### src/tnhc_pkg.sv
// constants, command codes, status layout and state types of the node host port
// assumes a single 10 MHz clock shared by every module of the block
package tnhc_pkg;
  // clock and host service timing
  localparam int CLK_NS = 100;
  localparam int SERVICE_NS = 200;
  localparam int SERVICE_CYC = (SERVICE_NS / CLK_NS) < 1 ? 1 : (SERVICE_NS / CLK_NS);
  localparam int SVC_W = 4;
  // port select on address-data bit 0
  localparam logic PORT_MASK_STATUS = 1'b0;
  localparam logic PORT_COMMAND = 1'b1;
  // command op field and codes
  localparam int CMD_OP_MSB = 2;
  localparam logic [2:0] CMD_TX_OFF = 3'h1;
  localparam logic [2:0] CMD_RX_OFF = 3'h2;
  localparam logic [2:0] CMD_TX_EN = 3'h3;
  localparam logic [2:0] CMD_RX_EN = 3'h4;
  localparam logic [2:0] CMD_BUF_SIZE = 3'h5;
  localparam logic [2:0] CMD_CLR_FLAGS = 3'h6;
  // command argument bits
  localparam int CMD_PAGE_LSB = 3;
  localparam int CMD_BCAST = 7;
  localparam int CMD_SIZE = 3;
  localparam int CMD_CLR_RECON = 4;
  localparam int CMD_CLR_POR = 3;
  // status bit positions
  localparam int ST_TA = 0;
  localparam int ST_TMA = 1;
  localparam int ST_RECON = 2;
  localparam int ST_TEST = 3;
  localparam int ST_POR = 4;
  localparam int ST_ETSA = 5;
  localparam int ST_ETSB = 6;
  localparam int ST_RI = 7;
  // reset values
  localparam logic [7:0] MASK_RST = 8'h00;
  localparam logic [1:0] PAGE_RST = 2'h0;
  // self-test pattern written to the buffer on power reset
  localparam int RAM_AW = 11;
  localparam logic [7:0] SELFTEST_VAL = 8'hD1;
  localparam logic [10:0] SELFTEST_ADDR = 11'h000;
  localparam logic [10:0] NODE_ID_ADDR = 11'h001;

  typedef enum logic [2:0] {HP_IDLE = 3'b001, HP_HOLD = 3'b010, HP_DONE = 3'b100} tnhc_hp_state_t;
  typedef enum logic [2:0] {SW_IDLE = 3'b001, SW_ADDR0 = 3'b010, SW_ADDR1 = 3'b100} tnhc_sw_state_t;

  // page number carried in bits 4:3 of transmit and receive commands
  function automatic logic [1:0] cmd_page(input logic [7:0] c);
    cmd_page = c[CMD_PAGE_LSB +: 2];
  endfunction
endpackage

### src/tnhc_acc_if.sv
// decoded host access strobes passed from the bus front end to the command core
// assumes both ends run on the one block clock
`timescale 1ns/10ps
interface tnhc_acc_if;
  logic wr_mask;
  logic wr_cmd;
  logic [7:0] wdata;
  logic [7:0] status;
  modport port (output wr_mask, output wr_cmd, output wdata, input status);
  modport core (input wr_mask, input wr_cmd, input wdata, output status);
endinterface

### src/tnhc_host_port.sv
// host bus front end: strobe sampling, port decode, wait hold, status read drive
// assumes host pins are synchronous to the block clock
`timescale 1ns/10ps
module tnhc_host_port
  import tnhc_pkg::*;
#(
  parameter int HOLD_CYC = SERVICE_CYC
) (
  // clock and reset
  input wire logic clk,
  input wire logic rst_n,
  // host pins
  input wire logic addr_strobe,
  input wire logic io_request_n,
  input wire logic read_nwrite,
  input wire logic [7:0] ad_in,
  output logic [7:0] ad_out,
  output logic ad_oe,
  output logic wait_o,
  output logic req,
  // decoded accesses
  tnhc_acc_if.port acc
);
  tnhc_hp_state_t state;
  tnhc_hp_state_t next_state;
  logic strobe_q;
  logic is_io;
  logic is_read;
  logic sel_bit;
  logic [SVC_W-1:0] cnt;
  wire strobe_fall = strobe_q && !addr_strobe;
  wire hold_end = (state == HP_HOLD) && (cnt == SVC_W'(HOLD_CYC - 1));
  wire status_read = is_io && is_read && (sel_bit == PORT_MASK_STATUS);

  // every strobe fall is held off with wait, io or not, until serviced
  assign wait_o = strobe_fall || (state == HP_HOLD);
  assign req = is_io && (state != HP_IDLE);
  assign ad_oe = status_read && (state != HP_IDLE);

  // sequence: hold for the service time, then stay until the strobe returns high
  always_comb begin
    next_state = state;
    unique case (state)
      HP_IDLE: if (strobe_fall) next_state = HP_HOLD;
      HP_HOLD: if (hold_end) next_state = HP_DONE;
      HP_DONE: if (addr_strobe) next_state = HP_IDLE;
    endcase
  end

  always_ff @(posedge clk) begin
    if (!rst_n) begin
      state <= HP_IDLE;
      strobe_q <= 1'b1;
      cnt <= '0;
    end else begin
      state <= next_state;
      strobe_q <= addr_strobe;
      cnt <= (state == HP_HOLD) ? cnt + 1'b1 : '0;
    end
  end

  // control lines are taken only at the strobe fall
  always_ff @(posedge clk) begin
    if (!rst_n) begin
      is_io <= 1'b0;
      is_read <= 1'b0;
      sel_bit <= 1'b0;
      ad_out <= 8'h00;
    end else if (strobe_fall) begin
      is_io <= !io_request_n;
      is_read <= read_nwrite;
      sel_bit <= ad_in[0];
      ad_out <= acc.status;
    end
  end

  // write data is taken on the last held cycle, giving the host the whole wait to settle it
  always_ff @(posedge clk) begin
    if (!rst_n) begin
      acc.wr_mask <= 1'b0;
      acc.wr_cmd <= 1'b0;
      acc.wdata <= 8'h00;
    end else begin
      acc.wr_mask <= hold_end && is_io && !is_read && (sel_bit == PORT_MASK_STATUS);
      acc.wr_cmd <= hold_end && is_io && !is_read && (sel_bit == PORT_COMMAND);
      if (hold_end) acc.wdata <= ad_in;
    end
  end
endmodule

### src/tnhc_selftest_wr.sv
// writes the self-test byte and node id into the two lowest buffer bytes
// assumes the buffer accepts one write per clock while this runs
`timescale 1ns/10ps
module tnhc_selftest_wr
  import tnhc_pkg::*;
(
  // clock and reset
  input wire logic clk,
  input wire logic rst_n,
  // trigger and node id
  input wire logic start,
  input wire logic [7:0] node_id,
  // buffer write port
  output logic ram_we,
  output logic [RAM_AW-1:0] ram_addr,
  output logic [7:0] ram_data
);
  tnhc_sw_state_t state;
  tnhc_sw_state_t next_state;

  always_comb begin
    next_state = state;
    unique case (state)
      SW_IDLE: if (start) next_state = SW_ADDR0;
      SW_ADDR0: next_state = SW_ADDR1;
      SW_ADDR1: next_state = SW_IDLE;
    endcase
  end

  // two back to back writes: pattern at byte 0, id at byte 1
  always_ff @(posedge clk) begin
    if (!rst_n) begin
      state <= SW_IDLE;
      ram_we <= 1'b0;
      ram_addr <= SELFTEST_ADDR;
      ram_data <= 8'h00;
    end else begin
      state <= next_state;
      ram_we <= (next_state != SW_IDLE);
      ram_addr <= (next_state == SW_ADDR1) ? NODE_ID_ADDR : SELFTEST_ADDR;
      ram_data <= (next_state == SW_ADDR1) ? node_id : SELFTEST_VAL;
    end
  end
endmodule

### src/tnhc_top.sv
// command, status and interrupt core of the token node host interface
// assumes the line engine reports token, transmit and receive events as one-cycle pulses
// How it works
// - strobe fall with io request low picks port from bit 0 and read/write
// - wait is raised on every host access attempt until serviced
// - transmitter off cancels pending transmit; free bit set at next token
// - receiver off cancels pending receive, inhibit at next token, unless packet arriving
// - transmit enable clears free and acked bits, sends from page at token
// - receive enable clears inhibit, arms page; b adds broadcasts; reception sets inhibit
// - buffer size command records 1K short or 2K long buffer
// - clear flags clears reconfiguration flag if r, power flag if p
// - bit 0 reads one when transmitter is free and previous transmit done
// - bit 1 reads one when previous transmit was acknowledged
// - bit 2 set on idle-timeout reconfiguration, held until clear flags or power reset
// - bit 3 is a diagnostic flag, zero in normal operation
// - bit 4 set by active power reset, held until clear flags
// - bits 5 and 6 follow the two extended timeout select pins
// - bit 7 reads one while no messages are accepted
// - power reset forces status to 1xx10001, pin bits kept
// - power flag drives the interrupt regardless of the mask
// - mask bits 7,3,2,0 enable their status conditions; others ignored
// - interrupt is high while an enabled condition holds, drops otherwise
// - power reset writes D1 to buffer byte 0 and node id to byte 1
`timescale 1ns/10ps
module tnhc_top
  import tnhc_pkg::*;
(
  // clock and reset
  input wire logic MCLK,
  input wire logic RESET_N,
  // host bus
  input wire logic ADDR_STROBE,
  input wire logic IO_REQUEST_N,
  input wire logic READ_NWRITE,
  input wire logic [7:0] AD_IN,
  output logic [7:0] AD_OUT,
  output logic AD_OE,
  output logic WAIT,
  output logic REQ,
  output logic HOST_IRQ,
  // node straps and power reset
  input wire logic POWER_RESET,
  input wire logic EXT_TIMEOUT_SEL_A,
  input wire logic EXT_TIMEOUT_SEL_B,
  input wire logic TEST_FLAG,
  input wire logic [7:0] NODE_ID,
  // line engine events
  input wire logic TOKEN_SEEN,
  input wire logic TX_DONE,
  input wire logic TX_ACKED,
  input wire logic RX_ACTIVE,
  input wire logic RX_GOOD,
  input wire logic RECON_EVENT,
  // line engine controls
  output logic TX_REQUEST,
  output logic [1:0] TX_PAGE,
  output logic RX_ARMED,
  output logic [1:0] RX_PAGE,
  output logic RX_BROADCAST,
  output logic BUF_LONG,
  // buffer write port
  output logic RAM_WE,
  output logic [RAM_AW-1:0] RAM_ADDR,
  output logic [7:0] RAM_DATA
);
  import tnhc_pkg::*;

  tnhc_acc_if acc ();

  logic transmitter_free;
  logic transmit_acked;
  logic recon_flag;
  logic power_flag;
  logic receive_inhibited;
  logic tx_cancel;
  logic rx_cancel;
  logic tx_pend;
  logic rx_armed;
  logic [7:0] interrupt_enable_mask;
  logic power_q;
  logic irq;

  tnhc_host_port #(
    .HOLD_CYC(SERVICE_CYC)
  ) i_tnhc_host_port (
    .clk(MCLK),
    .rst_n(RESET_N),
    .addr_strobe(ADDR_STROBE),
    .io_request_n(IO_REQUEST_N),
    .read_nwrite(READ_NWRITE),
    .ad_in(AD_IN),
    .ad_out(AD_OUT),
    .ad_oe(AD_OE),
    .wait_o(WAIT),
    .req(REQ),
    .acc(acc.port)
  );

  // a fresh power reset edge restarts the buffer self-test writes
  wire power_rise = POWER_RESET && !power_q;

  tnhc_selftest_wr i_tnhc_selftest_wr (
    .clk(MCLK),
    .rst_n(RESET_N),
    .start(power_rise),
    .node_id(NODE_ID),
    .ram_we(RAM_WE),
    .ram_addr(RAM_ADDR),
    .ram_data(RAM_DATA)
  );

  // command decode on the low three bits; other codes match no strobe
  wire [2:0] cmd_op = acc.wdata[CMD_OP_MSB:0];
  wire do_tx_off = acc.wr_cmd && (cmd_op == CMD_TX_OFF);
  wire do_rx_off = acc.wr_cmd && (cmd_op == CMD_RX_OFF);
  wire do_tx_en = acc.wr_cmd && (cmd_op == CMD_TX_EN);
  wire do_rx_en = acc.wr_cmd && (cmd_op == CMD_RX_EN);
  wire do_buf = acc.wr_cmd && (cmd_op == CMD_BUF_SIZE);
  wire do_clr = acc.wr_cmd && (cmd_op == CMD_CLR_FLAGS);
  wire clr_recon = do_clr && acc.wdata[CMD_CLR_RECON];
  wire clr_power = do_clr && acc.wdata[CMD_CLR_POR];
  // a receiver-off command is void once a packet has begun arriving
  wire rx_off_ok = do_rx_off && !RX_ACTIVE;
  wire rx_landed = RX_GOOD && rx_armed;

  // next values: power reset first, then sets, then clears
  logic next_free;
  logic next_acked;
  logic next_recon;
  logic next_power;
  logic next_inhib;
  logic next_tx_cancel;
  logic next_rx_cancel;
  logic next_tx_pend;
  logic next_rx_armed;

  // transmit side flags
  assign next_free = POWER_RESET ? 1'b1 :
                     (TX_DONE || (TOKEN_SEEN && tx_cancel)) ? 1'b1 :
                     do_tx_en ? 1'b0 : transmitter_free;
  assign next_acked = POWER_RESET ? 1'b0 :
                      TX_ACKED ? 1'b1 :
                      do_tx_en ? 1'b0 : transmit_acked;
  assign next_tx_pend = POWER_RESET ? 1'b0 :
                        do_tx_en ? 1'b1 :
                        (do_tx_off || TX_DONE) ? 1'b0 : tx_pend;
  assign next_tx_cancel = POWER_RESET ? 1'b0 :
                          do_tx_off ? 1'b1 :
                          TOKEN_SEEN ? 1'b0 : tx_cancel;

  // sticky flags; a set in the clearing cycle wins
  assign next_recon = POWER_RESET ? 1'b0 :
                      RECON_EVENT ? 1'b1 :
                      clr_recon ? 1'b0 : recon_flag;
  assign next_power = POWER_RESET ? 1'b1 :
                      clr_power ? 1'b0 : power_flag;

  // receive side flags
  assign next_inhib = POWER_RESET ? 1'b1 :
                      (rx_landed || (TOKEN_SEEN && rx_cancel)) ? 1'b1 :
                      do_rx_en ? 1'b0 : receive_inhibited;
  assign next_rx_armed = POWER_RESET ? 1'b0 :
                         do_rx_en ? 1'b1 :
                         (rx_off_ok || rx_landed) ? 1'b0 : rx_armed;
  assign next_rx_cancel = POWER_RESET ? 1'b0 :
                          rx_off_ok ? 1'b1 :
                          TOKEN_SEEN ? 1'b0 : rx_cancel;

  // status flag registers; the chip reset looks like a power reset to software
  always_ff @(posedge MCLK) begin
    if (!RESET_N) begin
      transmitter_free <= 1'b1;
      transmit_acked <= 1'b0;
      recon_flag <= 1'b0;
      power_flag <= 1'b1;
      receive_inhibited <= 1'b1;
    end else begin
      transmitter_free <= next_free;
      transmit_acked <= next_acked;
      recon_flag <= next_recon;
      power_flag <= next_power;
      receive_inhibited <= next_inhib;
    end
  end

  // pending request registers seen by the line engine
  always_ff @(posedge MCLK) begin
    if (!RESET_N) begin
      tx_pend <= 1'b0;
      tx_cancel <= 1'b0;
      rx_armed <= 1'b0;
      rx_cancel <= 1'b0;
      power_q <= 1'b0;
    end else begin
      tx_pend <= next_tx_pend;
      tx_cancel <= next_tx_cancel;
      rx_armed <= next_rx_armed;
      rx_cancel <= next_rx_cancel;
      power_q <= POWER_RESET;
    end
  end

  // page, broadcast and buffer size settings held from the last command
  always_ff @(posedge MCLK) begin
    if (!RESET_N) begin
      TX_PAGE <= PAGE_RST;
      RX_PAGE <= PAGE_RST;
      RX_BROADCAST <= 1'b0;
      BUF_LONG <= 1'b0;
    end else begin
      if (do_tx_en) TX_PAGE <= cmd_page(acc.wdata);
      if (do_rx_en) RX_PAGE <= cmd_page(acc.wdata);
      if (do_rx_en) RX_BROADCAST <= acc.wdata[CMD_BCAST];
      if (do_buf) BUF_LONG <= acc.wdata[CMD_SIZE];
    end
  end

  assign TX_REQUEST = tx_pend;
  assign RX_ARMED = rx_armed;

  // interrupt mask register, write only
  always_ff @(posedge MCLK) begin
    if (!RESET_N) begin
      interrupt_enable_mask <= MASK_RST;
    end else if (acc.wr_mask) begin
      interrupt_enable_mask <= acc.wdata;
    end
  end

  // status word; pin bits pass straight through so power reset leaves them alone
  assign acc.status[ST_TA] = transmitter_free;
  assign acc.status[ST_TMA] = transmit_acked;
  assign acc.status[ST_RECON] = recon_flag;
  // the diagnostic bit is forced low with the rest of the power reset pattern
  assign acc.status[ST_TEST] = TEST_FLAG && !POWER_RESET;
  assign acc.status[ST_POR] = power_flag;
  assign acc.status[ST_ETSA] = EXT_TIMEOUT_SEL_A;
  assign acc.status[ST_ETSB] = EXT_TIMEOUT_SEL_B;
  assign acc.status[ST_RI] = receive_inhibited;

  // interrupt is a level; it follows its sources with one register of delay
  wire [7:0] st = acc.status;
  wire [7:0] m = interrupt_enable_mask;
  wire masked_irq = (m[ST_RI] && st[ST_RI]) ||
                    (m[ST_TEST] && st[ST_TEST]) ||
                    (m[ST_RECON] && st[ST_RECON]) ||
                    (m[ST_TA] && st[ST_TA]);
  wire next_irq = power_flag || masked_irq;

  always_ff @(posedge MCLK) begin
    if (!RESET_N) begin
      irq <= 1'b0;
    end else begin
      irq <= next_irq;
    end
  end

  assign HOST_IRQ = irq;
endmodule

### config.mk
export PLATFORM = sky130hd
export DESIGN_NAME = tnhc_top
export DESIGN_NICKNAME = d
export VERILOG_FILES = /design/src/tnhc_pkg.sv /design/src/tnhc_acc_if.sv /design/src/tnhc_host_port.sv /design/src/tnhc_selftest_wr.sv /design/src/tnhc_top.sv
export SDC_FILE = /design/constraint.sdc
export NUM_CORES = 1
export LEC_CHECK = 0
export BUFFER_PORTS_ARGS = -buffer_cell sky130_fd_sc_hd__buf_4
export CAP_MARGIN = 30
export CELL_PAD_IN_SITES_DETAIL_PLACEMENT = 0
export CELL_PAD_IN_SITES_GLOBAL_PLACEMENT = 1
export CORE_MARGIN = 10
export CORE_UTILIZATION = 30
export CTS_CLUSTER_SIZE = 16
export DETAILED_ROUTE_END_ITERATION = 10
export PLACE_DENSITY_LB_ADDON = 0.1
export SYNTH_ARGS = -nofsm -noshare
export SYNTH_HDL_FRONTEND = slang
export SYNTH_SLANG_ARGS = --single-unit
### constraint.sdc
create_clock -name MCLK -period 1.85 [get_ports MCLK]
set_input_delay 0.0925 -clock MCLK [delete_from_list [all_inputs] [get_ports MCLK]]
set_output_delay 0.0925 -clock MCLK [all_outputs]
set_load 0.005 [all_outputs]
==> results of run 1 <==
==> flip-flops by register name (all words and copies together) (netlist names), 2 cells and up <==
register                     flops
i_tnhc_host_port.ad_out          8
i_tnhc_selftest_wr.ram_data      8
i_tnhc_host_port.acc.wdata       6
i_tnhc_host_port.cnt             4
interrupt_enable_mask            4
i_tnhc_host_port.state           3
i_tnhc_selftest_wr.state         3
RX_PAGE                          2
TX_PAGE                          2
==> per-layer routing <==
metal  routed length, um  global-route usage  vias up
met5                   0                   0        -
met4                  76              0.0367        0
met3                 574              0.0578        9
met2                2620               0.155       53
met1                2580               0.120      885
li1                    -                   -      967
==> metrics by stage <==
| step | hold slack, ns | area (um2) | setup slack (ns) | utilization |
|---|---|---|---|---|
| after CTS | 0.00394 | 3230 | 0.0352 | 0.418 |
| final | 0.0149 | 3240 | 0.0825 | 0.419 |
| after global placement | 0.300 | 2870 | 0.102 | 0.372 |
| after detailed placement | 0.307 | 2870 | 0.0529 | 0.372 |
| after global routing | 0.00985 | 3240 | -0.0469 | 0.419 |
| after floorplan | 0.194 | 2420 | 0.132 | - |
==> worst reg2reg max path, cell delays in order (launching register included) <==
cell and delay [ns]:
dfxtp_2 0.32, inv_1 0.06, ha_1 0.13, or3b_4 0.38
or4_4 0.52, mux2i_1 0.18, nor2b_1 0.06
==> how the worst max path moves through the flow <==
| stage | endpoint | slack, ns | depth (start not counted) |
|---|---|---|---|
| after global placement | i_tnhc_host_port.acc.wdata[4] | 0.10 | 5 |
| after detailed placement | i_tnhc_host_port.acc.wr_mask | 0.05 | 4 |
| after global routing | i_tnhc_host_port.acc.wr_cmd | -0.05 | 5 |
| after floorplan | i_tnhc_host_port.acc.wdata[2] | 0.13 | 6 |
| final | i_tnhc_host_port.acc.wdata[1] | 0.08 | 6 |
| after CTS | i_tnhc_host_port.acc.wr_mask | 0.04 | 4 |
==> power by group <==
part,internal (W),switching (W)
Clock,0.000552,0.000502
Sequential,0.00136,0.0000291
Combinational,0.000144,0.000104
Total,0.00205,0.000636
==> synth_stat cells (all sizes together), types with 3 or more instances <==
cell type / count / area share
a21boi: 11 / 0.035
a21oi: 9 / 0.019
and2: 3 / 0.0079
and3: 6 / 0.016
buf: 12 / 0.038
clkbuf: 10 / 0.016
dfxtp: 61 / 0.51
inv: 7 / 0.011
mux2i: 16 / 0.067
nand2: 32 / 0.050
nand2b: 5 / 0.013
nand3b: 3 / 0.0095
nor2: 10 / 0.016
nor2b: 19 / 0.050
o211a: 3 / 0.013
o21a: 4 / 0.013
or3b: 3 / 0.012
==> final cells by class <==
type,count,share of cell area
sequential,61,0.378
multi-input combinational,163,0.322
timing repair buffer,79,0.197
clock buffer,12,0.0479
tap,102,0.0394
inverter,8,0.00927
clock inverter,4,0.00695
==> what timing repair did <==
item	in CTS	in global routing
endpoints found under the hold margin	17	0
hold buffers	18	0
endpoints found under the setup margin	0	8
gates resized for setup	0	3
==> cells in the final DEF (no fill, tap or decap), types with 3 or more instances in the layout <==
master	synthesis	layout
and3_1	6	6
nand2_1	32	32
nand3b_1	3	3
clkbuf_8	0	11
clkinv_2	0	3
o211a_1	3	3
dlygate4sd3_1	0	18
dfxtp_1	61	59
buf_4	10	61
nand2b_1	5	5
o21a_1	4	4
inv_1	7	7
conb_1	1	10
mux2i_1	16	16
and2_1	3	3
a21oi_1	9	9
a21boi_0	7	7
a21boi_1	4	4
nor2_1	10	10
nor2b_1	19	19
==> kinds of logic after synthesis <==
logic type | Yosys count | synth area share
other | 1 | 0.00157
AO/OA/AOI/OAI | 40 | 0.122
XOR/XNOR | 2 | 0.00735
flip-flops | 61 | 0.513
AND/OR/NAND/NOR | 93 | 0.212
adder cells (fa/ha/maj) | 2 | 0.0105
buffers and inverters | 30 | 0.0662
multiplexers | 16 | 0.0672
==> results.py, run 1 <==
metrics = {
    "status": {
        "status": "finished clean",
    },
    "clocking": {
        "clkSinkCount": 61,
        "cts-root-buf": "clkbuf_8",
        "clkTransAtPathRegs_ns": 0.06,
        "postCtsSetupBuffers": 0,
        "cts_buffer_depth": 2,
        "cts-buffers-inserted": 9,
        "clk_latency_ns": 0.34,
        "cts_tree": "yes",
        "htree_levels": 3,
    },
    "synth": {
        "async_flop_share": 0,
        "synth_area_um2": 2380,
        "synth_warnings": 0,
        "synth-edff-count": 0,
        "synth.avg_cell_area_um2": 9.72,
        "synth_ff_type": "dfxtp_1",
        "ys_types": 46,
        "yosysSeqAreaShare": 0.513,
        "syn_inst": 245,
        "synth_seq_cells": 61,
    },
    "power_and_ir_drop": {
        "finalPower_w": 0.00269,
        "ir_drop_mv": 0.511,
        "power.leakage_nw": 1.43,
        "powerDensity_nw_per_um2": 829,
    },
    "drt": {
        "viasPerCell": 4.46,
        "dr_total_vias": 1914,
        "detail-route-antenna-nets": 0,
        "firstDrtPassIters": 4,
        "drc": 0,
        "wl_per_cell_um": 13.7,
        "routed_wl_mm": 5.86,
        "drt-initial-drc-count": 49,
    },
    "hold_path": {
        "hp-start": "AD_IN[0]",
        "worstHoldEndpoint": "i_tnhc_host_port.sel_bit",
        "hold_class": "in2reg",
        "holdPathStages": 3,
    },
    "floorplanning": {
        "die_h_um": 109,
        "die-area_um2": 11900,
        "start_util": 0.308,
        "io_pins": 71,
        "die_w_um": 109,
        "core_area_um2": 7730,
        "fp-row-count": 32,
    },
    "setup_path": {
        "arrival_ns": 1.99,
        "cp-start-kind": "flop",
        "cp_top_family": "simple AND/OR/NAND/NOR gates",
        "timing.rr.end": "i_tnhc_host_port.acc.wdata[1]",
        "crit_start": "i_tnhc_host_port.cnt[1]",
        "critPathCaptureType": "flop",
        "path_buf_inv": 1,
        "path_cells": "inv_1, ha_1, or3b_4, or4_4, mux2i_1, nor2b_1",
        "crit_fanout": 8,
        "slowest_stage": "or4_4",
        "r2r-start": "i_tnhc_host_port.cnt[1]",
        "critPathKind": "reg2reg",
        "worstPathRequired_ns": 2.08,
        "ff2ff_path_depth": 6,
        "max_stage_delay_ns": 0.52,
        "ff2ff_setup_slack_ns": 0.08,
    },
    "grt": {
        "overflow": 0,
        "first_global_vias": 1957,
        "grt_pass1_wl_mm": 9.63,
        "grt_usage": 0.103,
        "antenna_found_initial": 0,
        "grt_max_degree": 33,
    },
    "timing": {
        "setup_tns_ns": 0,
        "fmax_mhz": 566,
        "worst_pin_slew_ns": 0.505,
        "slew_viol_final": 0,
        "period_needed_ns": 1.77,
        "fin_crit_sh": 0.955,
        "finalClockSkew_ns": 0.00674,
        "rsz0062_at_grt": "true",
        "finalSetupViolCount": 0,
        "hold_violations": 0,
        "max-slew-margin-rel": 0.663,
    },
    "finish": {
        "final_nets": 355,
        "antenna_cells": 0,
        "regArea_um2": 1220,
        "final_cells": 429,
        "drive_gt1_frac": 0.254,
        "synthToLayoutAreaGrowth_pct": 36.0,
        "multi_input_area_um2": 1040,
        "fill_cells": 793,
    },
    "flow_run": {
        "maxCapViolations": 0,
    },
    "placed_design": {
        "io_buffers": 58,
        "dp_cells": 395,
        "dp_hpwl_mm": 4.19,
        "gp_congestion": 0.669,
    },
}
Power figures use the tool's default switching activity.
==> run 2: changes to the inputs <==
- CORE_ASPECT_RATIO: not set -> 0.8
==> run 2 against run 1 <==
  * Sequential power hardly changed
  * Utilization up 2.1 points
  * Combinational power increased by 4%
  * Die area rose by 0.19%
  * Final area rose by 2.9%
  * Worst setup slack gained 0.032 ns
  * Critical path type unchanged
==> results.py, run 2 (synthesis results as in run 1) <==
metrics = {
    "placed_design": {
        "gp_congestion": 0.720,
        "place_area_um2": 2890,
        "io_buffers": 58,
        "dp_hpwl_mm": 4.30,
    },
    "setup_path": {
        "worstPathRequired_ns": 2.08,
        "ff2ff_path_depth": 5,
        "crit_fanout": 8,
        "r2r-start": "i_tnhc_host_port.cnt[1]",
        "ff2ff_setup_slack_ns": 0.11,
        "critPathCaptureType": "flop",
        "timing.rr.end": "i_tnhc_host_port.acc.wr_mask",
        "critPathKind": "reg2reg",
        "arrival_ns": 1.97,
        "cp-start-kind": "flop",
    },
    "finish": {
        "finish.instance_area_um2": 3340,
        "top_regs": "i_tnhc_host_port.ad_out x8, i_tnhc_selftest_wr.ram_data x8, i_tnhc_host_port.acc.wdata x6",
        "drive_gt1_frac": 0.254,
        "final_nets": 359,
        "synthToLayoutAreaGrowth_pct": 40.0,
        "final_cell_mix": "buf_4 (63), dfxtp_1 (59), nand2_1 (32)",
        "fill_cells": 782,
        "multi_input_area_um2": 1040,
        "mostFrequentLayoutCell": "buf_4",
        "regArea_um2": 1220,
        "antenna_cells": 0,
    },
    "timing": {
        "fin_crit_sh": 0.938,
        "rsz0062_at_grt": "false",
        "fmax_mhz": 576,
        "max-slew-margin-rel": 0.552,
        "hold_violations": 0,
        "period_needed_ns": 1.74,
        "finalClockSkew_ns": 0.00755,
        "slew_viol_final": 0,
        "finalSetupViolCount": 0,
        "setup_tns_ns": 0,
        "worst_pin_slew_ns": 0.663,
    },
    "clocking": {
        "clk_latency_ns": 0.33,
        "htree_levels": 3,
        "clkSinkCount": 61,
        "cts-root-buf": "clkbuf_8",
        "cts_tree": "yes",
        "cts_buffer_depth": 2,
        "clkTransAtPathRegs_ns": 0.07,
        "cts-buffers-inserted": 9,
    },
    "floorplanning": {
        "io_pins": 71,
        "die_h_um": 99.7,
        "die-area_um2": 11900,
        "start_util": 0.315,
        "die_w_um": 120,
        "core_area_um2": 7570,
        "fp-row-count": 28,
    },
    "grt": {
        "overflow": 0,
        "antenna_found_initial": 0,
        "grt_max_degree": 28,
        "grt_pass1_wl_mm": 9.76,
        "first_global_vias": 1945,
        "grt_usage": 0.100,
    },
    "drt": {
        "routed-wl-met2_mm": 2.46,
        "wl_met1_mm": 2.87,
        "wl_per_cell_um": 13.4,
        "detail-route-antenna-nets": 0,
        "routed_wl_mm": 5.83,
        "routed.top_layer": "met4",
        "dr_wl_met3_um": 456,
        "dr_total_vias": 1879,
        "viasPerCell": 4.31,
        "firstDrtPassIters": 4,
        "drt-initial-drc-count": 54,
        "drc": 0,
    },
    "power_and_ir_drop": {
        "power.leakage_nw": 1.48,
        "ir_drop_mv": 0.362,
        "powerDensity_nw_per_um2": 922,
    },
    "hold_path": {
        "hold_class": "in2reg",
        "hp-start": "READ_NWRITE",
        "holdPathStages": 3,
        "worstHoldEndpoint": "i_tnhc_host_port.is_read",
    },
    "status": {
        "status": "finished clean",
    },
    "flow_run": {
        "maxCapViolations": 0,
    },
}
==> run 2: changes by cell type in the layout (fill, tap and decap cells not counted) <==
cell	previous run	this run
buf_4	61	63
bufinv_16	0	3
clkbuf_1	1	2
clkbuf_8	11	10
clkinv_2	3	1
clkinvlp_4	1	0
dlygate4sd3_1	18	20
inv_1	7	6
inv_2	0	1
nor4_1	1	2
nor4_2	1	0
==> run 2: how the worst max path moves through the flow <==
| stage | slack, ns | cells after the start | from | end |
|---|---|---|---|---|
| floorplan | 0.13 | 6 | i_tnhc_host_port.cnt[0] | i_tnhc_host_port.acc.wdata[2] |
| global placement | 0.11 | 5 | i_tnhc_host_port.cnt[0] | i_tnhc_host_port.acc.wdata[4] |
| detailed placement | 0.07 | 4 | i_tnhc_host_port.cnt[0] | i_tnhc_host_port.acc.wr_mask |
| CTS | 0.05 | 4 | i_tnhc_host_port.cnt[0] | i_tnhc_host_port.acc.wr_mask |
| global route | 0.006 | 6 | i_tnhc_host_port.cnt[1] | i_tnhc_host_port.acc.wdata[2] |
| finish | 0.11 | 5 | i_tnhc_host_port.cnt[1] | i_tnhc_host_port.acc.wr_mask |
==> run 2: routing by layer <==
metal  global-route usage  up-vias
li1                     -      974
met3               0.0480        5
met2                0.145       52
met5                    0        -
met1                0.128      848
met4               0.0333        0
==> run 2: power by group <==
| group | internal, W | total [W] | leakage (nW) | switching (W) |
|---|---|---|---|---|
| registers | 0.00136 | 0.00138 | 0.499 | 0.0000249 |
| clock network | 0.000931 | 0.00144 | 0.121 | 0.000506 |
| logic | 0.000149 | 0.000257 | 0.858 | 0.000108 |
==> run 2: layout make-up <==
cell class                 count  share of cell area
sequential                    61               0.367
inverter                       8             0.00900
clock inverter                 4              0.0285
clock buffer                  12              0.0435
tap                          105              0.0394
multi-input combinational    163               0.311
timing repair buffer          83               0.202
==> run 2: stage by stage <==
stage,setup WS [ns],hold WS (ns),std cells,util,total power [W]
floorplan,0.132,0.194,254,-,0.00153
global placement,0.107,0.297,400,0.382,0.00164
detailed placement,0.0720,0.304,400,0.382,0.00164
CTS,0.0535,0.00524,436,0.440,0.00312
global route,0.00560,0.0103,436,0.441,0.00322
finish,0.114,0.0186,436,0.441,0.00307
==> run 2: repair_timing <==
item | in CTS | in global routing
endpoints found under the setup margin | 0 | 8
hold endpoints to repair | 19 | 0
setup buffers | 0 | 0
resized for setup | 0 | 3
hold buffers | 20 | 0
==> run 2: worst max-delay path: stages, from the launching register on <==
cell and delay, ns:
dfxtp_2 0.33, inv_2 0.04, ha_1 0.11, or3b_4 0.38, or4_4 0.52, nor4_1 0.25
==> run 3: changes to the inputs <==
- clock period: 1.85 -> 1.6 ns (I/O delays scaled with it)
==> run 3 against run 2 <==
  * The flow now finishes with violations (setup timing)
  * Wire length rose by 3.4%
  * Highest routed layer unchanged
  * Non-clock buffer count rose by 14
  * Clock-buffer cell count fell by 1
  * Sequential power rose by 16%
  * Combinational power rose by 26%
  * Global-route usage rose by 0.41 points
  * Cell count rose by 3.2%
  * Largest cell class unchanged
  * First-iteration DRC count rose by 48%
  * Sequential cell count did not move
  * Final area rose by 2.7%
  * Clock skew fell by 0.0011 ns
==> results.py, run 3 (synthesis results as in run 1) <==
metrics = {
    "clocking": {
        "clk_latency_ns": 0.34,
        "cts-buffers-inserted": 9,
        "clkSinkCount": 61,
        "cts_tree": "yes",
        "htree_levels": 3,
        "cts-root-buf": "clkbuf_8",
        "clkTransAtPathRegs_ns": 0.06,
        "cts_buffer_depth": 2,
    },
    "timing": {
        "fmax_mhz": 585,
        "finalSetupViolCount": 8,
        "period_needed_ns": 1.71,
        "fin_crit_sh": 1.07,
        "worst_hold_slack_ns": 0.0178,
        "hold_violations": 0,
        "max-slew-margin-rel": 0.620,
        "slew_viol_final": 0,
        "finalClockSkew_ns": 0.00649,
        "rsz0062_at_grt": "true",
        "setup_tns_ns": -0.816,
        "worst_pin_slew_ns": 0.563,
        "worst_slack_ns": -0.110,
    },
    "drt": {
        "detail-route-antenna-nets": 0,
        "wl_per_cell_um": 13.4,
        "firstDrtPassIters": 4,
        "dr_total_vias": 1943,
        "drt-initial-drc-count": 80,
        "routed_wl_mm": 6.03,
        "drc": 0,
        "viasPerCell": 4.32,
    },
    "finish": {
        "top_regs": "i_tnhc_host_port.ad_out x8, i_tnhc_selftest_wr.ram_data x8, i_tnhc_host_port.acc.wdata x6",
        "final_nets": 373,
        "synthToLayoutAreaGrowth_pct": 43.8,
        "mostFrequentLayoutCell": "buf_4",
        "final_cell_mix": "buf_4 (72), dfxtp_1 (58), nand2_1 (32)",
        "antenna_cells": 0,
        "drive_gt1_frac": 0.284,
    },
    "grt": {
        "grt_pass1_wl_mm": 10.1,
        "antenna_found_initial": 0,
        "grt_max_degree": 26,
        "first_global_vias": 2014,
        "grt_usage": 0.104,
        "overflow": 0,
    },
    "setup_path": {
        "slowest_stage": "or4_4",
        "crit_fanout": 8,
        "arrival_ns": 1.94,
        "critPathCaptureType": "flop",
        "path_cells": "inv_2, ha_4, or3b_4, or4_4, mux2i_1, nor2b_1",
        "cp-start-kind": "flop",
        "critPathKind": "reg2reg",
        "max_stage_delay_ns": 0.52,
        "worstPathRequired_ns": 1.83,
    },
    "placed_design": {
        "gp_congestion": 0.767,
        "io_buffers": 58,
        "dp_hpwl_mm": 4.36,
    },
    "floorplanning": {
        "start_util": 0.315,
        "fp-row-count": 28,
        "io_pins": 71,
        "die_w_um": 120,
        "die_h_um": 99.7,
        "core_area_um2": 7570,
        "die-area_um2": 11900,
    },
    "status": {
        "violations": "setup timing",
        "status": "finished, violations left",
    },
    "hold_path": {
        "hold_class": "in2reg",
    },
    "power_and_ir_drop": {
        "power.leakage_nw": 1.53,
        "ir_drop_mv": 0.380,
        "powerDensity_nw_per_um2": 951,
    },
    "flow_run": {
        "maxCapViolations": 0,
    },
}
==> run 3: cell types whose count changed in the layout (fill, tap and decap cells not counted), moves of 2 or more <==
cell           before  now
buf_4              63   72
bufinv_16           3    1
clkinv_2            1    4
dlygate4sd3_1      20   25
==> run 3: per-layer routing <==
metal,up-vias,share of wire,GRT usage
li1,1003,-,-
met5,-,0,0
met3,7,0.084,0.0554
met2,59,0.43,0.157
met1,874,0.48,0.127
met4,0,0.0096,0.0306
==> run 3: repair_timing <==
item / CTS / global route
buffers inserted: 0 / 0
endpoints found under the setup margin: 9 / 10
gates resized for setup: 4 / 2
endpoints found under the hold margin: 23 / 0
cloned: 0 / 0
hold buffers: 25 / 0
==> run 3: path summary, 6_finish.rpt <==
| kind | from | end | slack, ns | cells after the start |
|---|---|---|---|---|
| hold / removal | AD_IN[0] | i_tnhc_host_port.sel_bit | 0.02 | 3 |
| setup reg to reg | i_tnhc_host_port.cnt[1] | i_tnhc_host_port.acc.wdata[7] | -0.11 | 6 |
| setup / recovery | i_tnhc_host_port.cnt[1] | i_tnhc_host_port.acc.wdata[7] | -0.11 | 6 |
| hold reg to reg | i_tnhc_host_port.ad_out[4] | i_tnhc_host_port.ad_out[4] | 0.45 | 2 |
==> run 3: worst max-delay path: cells and delay by family (launching register included) <==
kind / cells / cell delay [ns]
fa+ha+maj: 1 / 0.10
mux: 1 / 0.19
buf+inv: 1 / 0.06
simple gates: 3 / 0.95
flops: 1 / 0.32
==> run 3: cell type report <==
cell class	count	area, um2
inverters	8	30.0
clock buffers	11	141
clock inverters	5	50.0
well taps	105	131
fillers	766	4140
repair buffers	97	791
flip-flops and latches	61	1220
multi-input cells	163	1060
==> run 3: through the flow <==
step / cells / utilization / setup slack (ns) / instance area, um2 / power, W
finish: 450 / 0.453 / -0.110 / 3430 / 0.00326
global route: 450 / 0.453 / -0.209 / 3430 / 0.00342
CTS: 450 / 0.452 / -0.126 / 3420 / 0.00331
detailed placement: 409 / 0.392 / -0.129 / 2960 / 0.00191
global placement: 409 / 0.392 / -0.0900 / 2960 / 0.00191
floorplan: 254 / - / -0.0924 / 2420 / 0.00177
==> run 3: power by group <==
part | internal [W] | total (W) | switching, W | leakage [nW]
registers | 0.00157 | 0.00160 | 0.0000300 | 0.499
logic | 0.000193 | 0.000324 | 0.000131 | 0.929
clock network | 0.000751 | 0.00134 | 0.000585 | 0.103
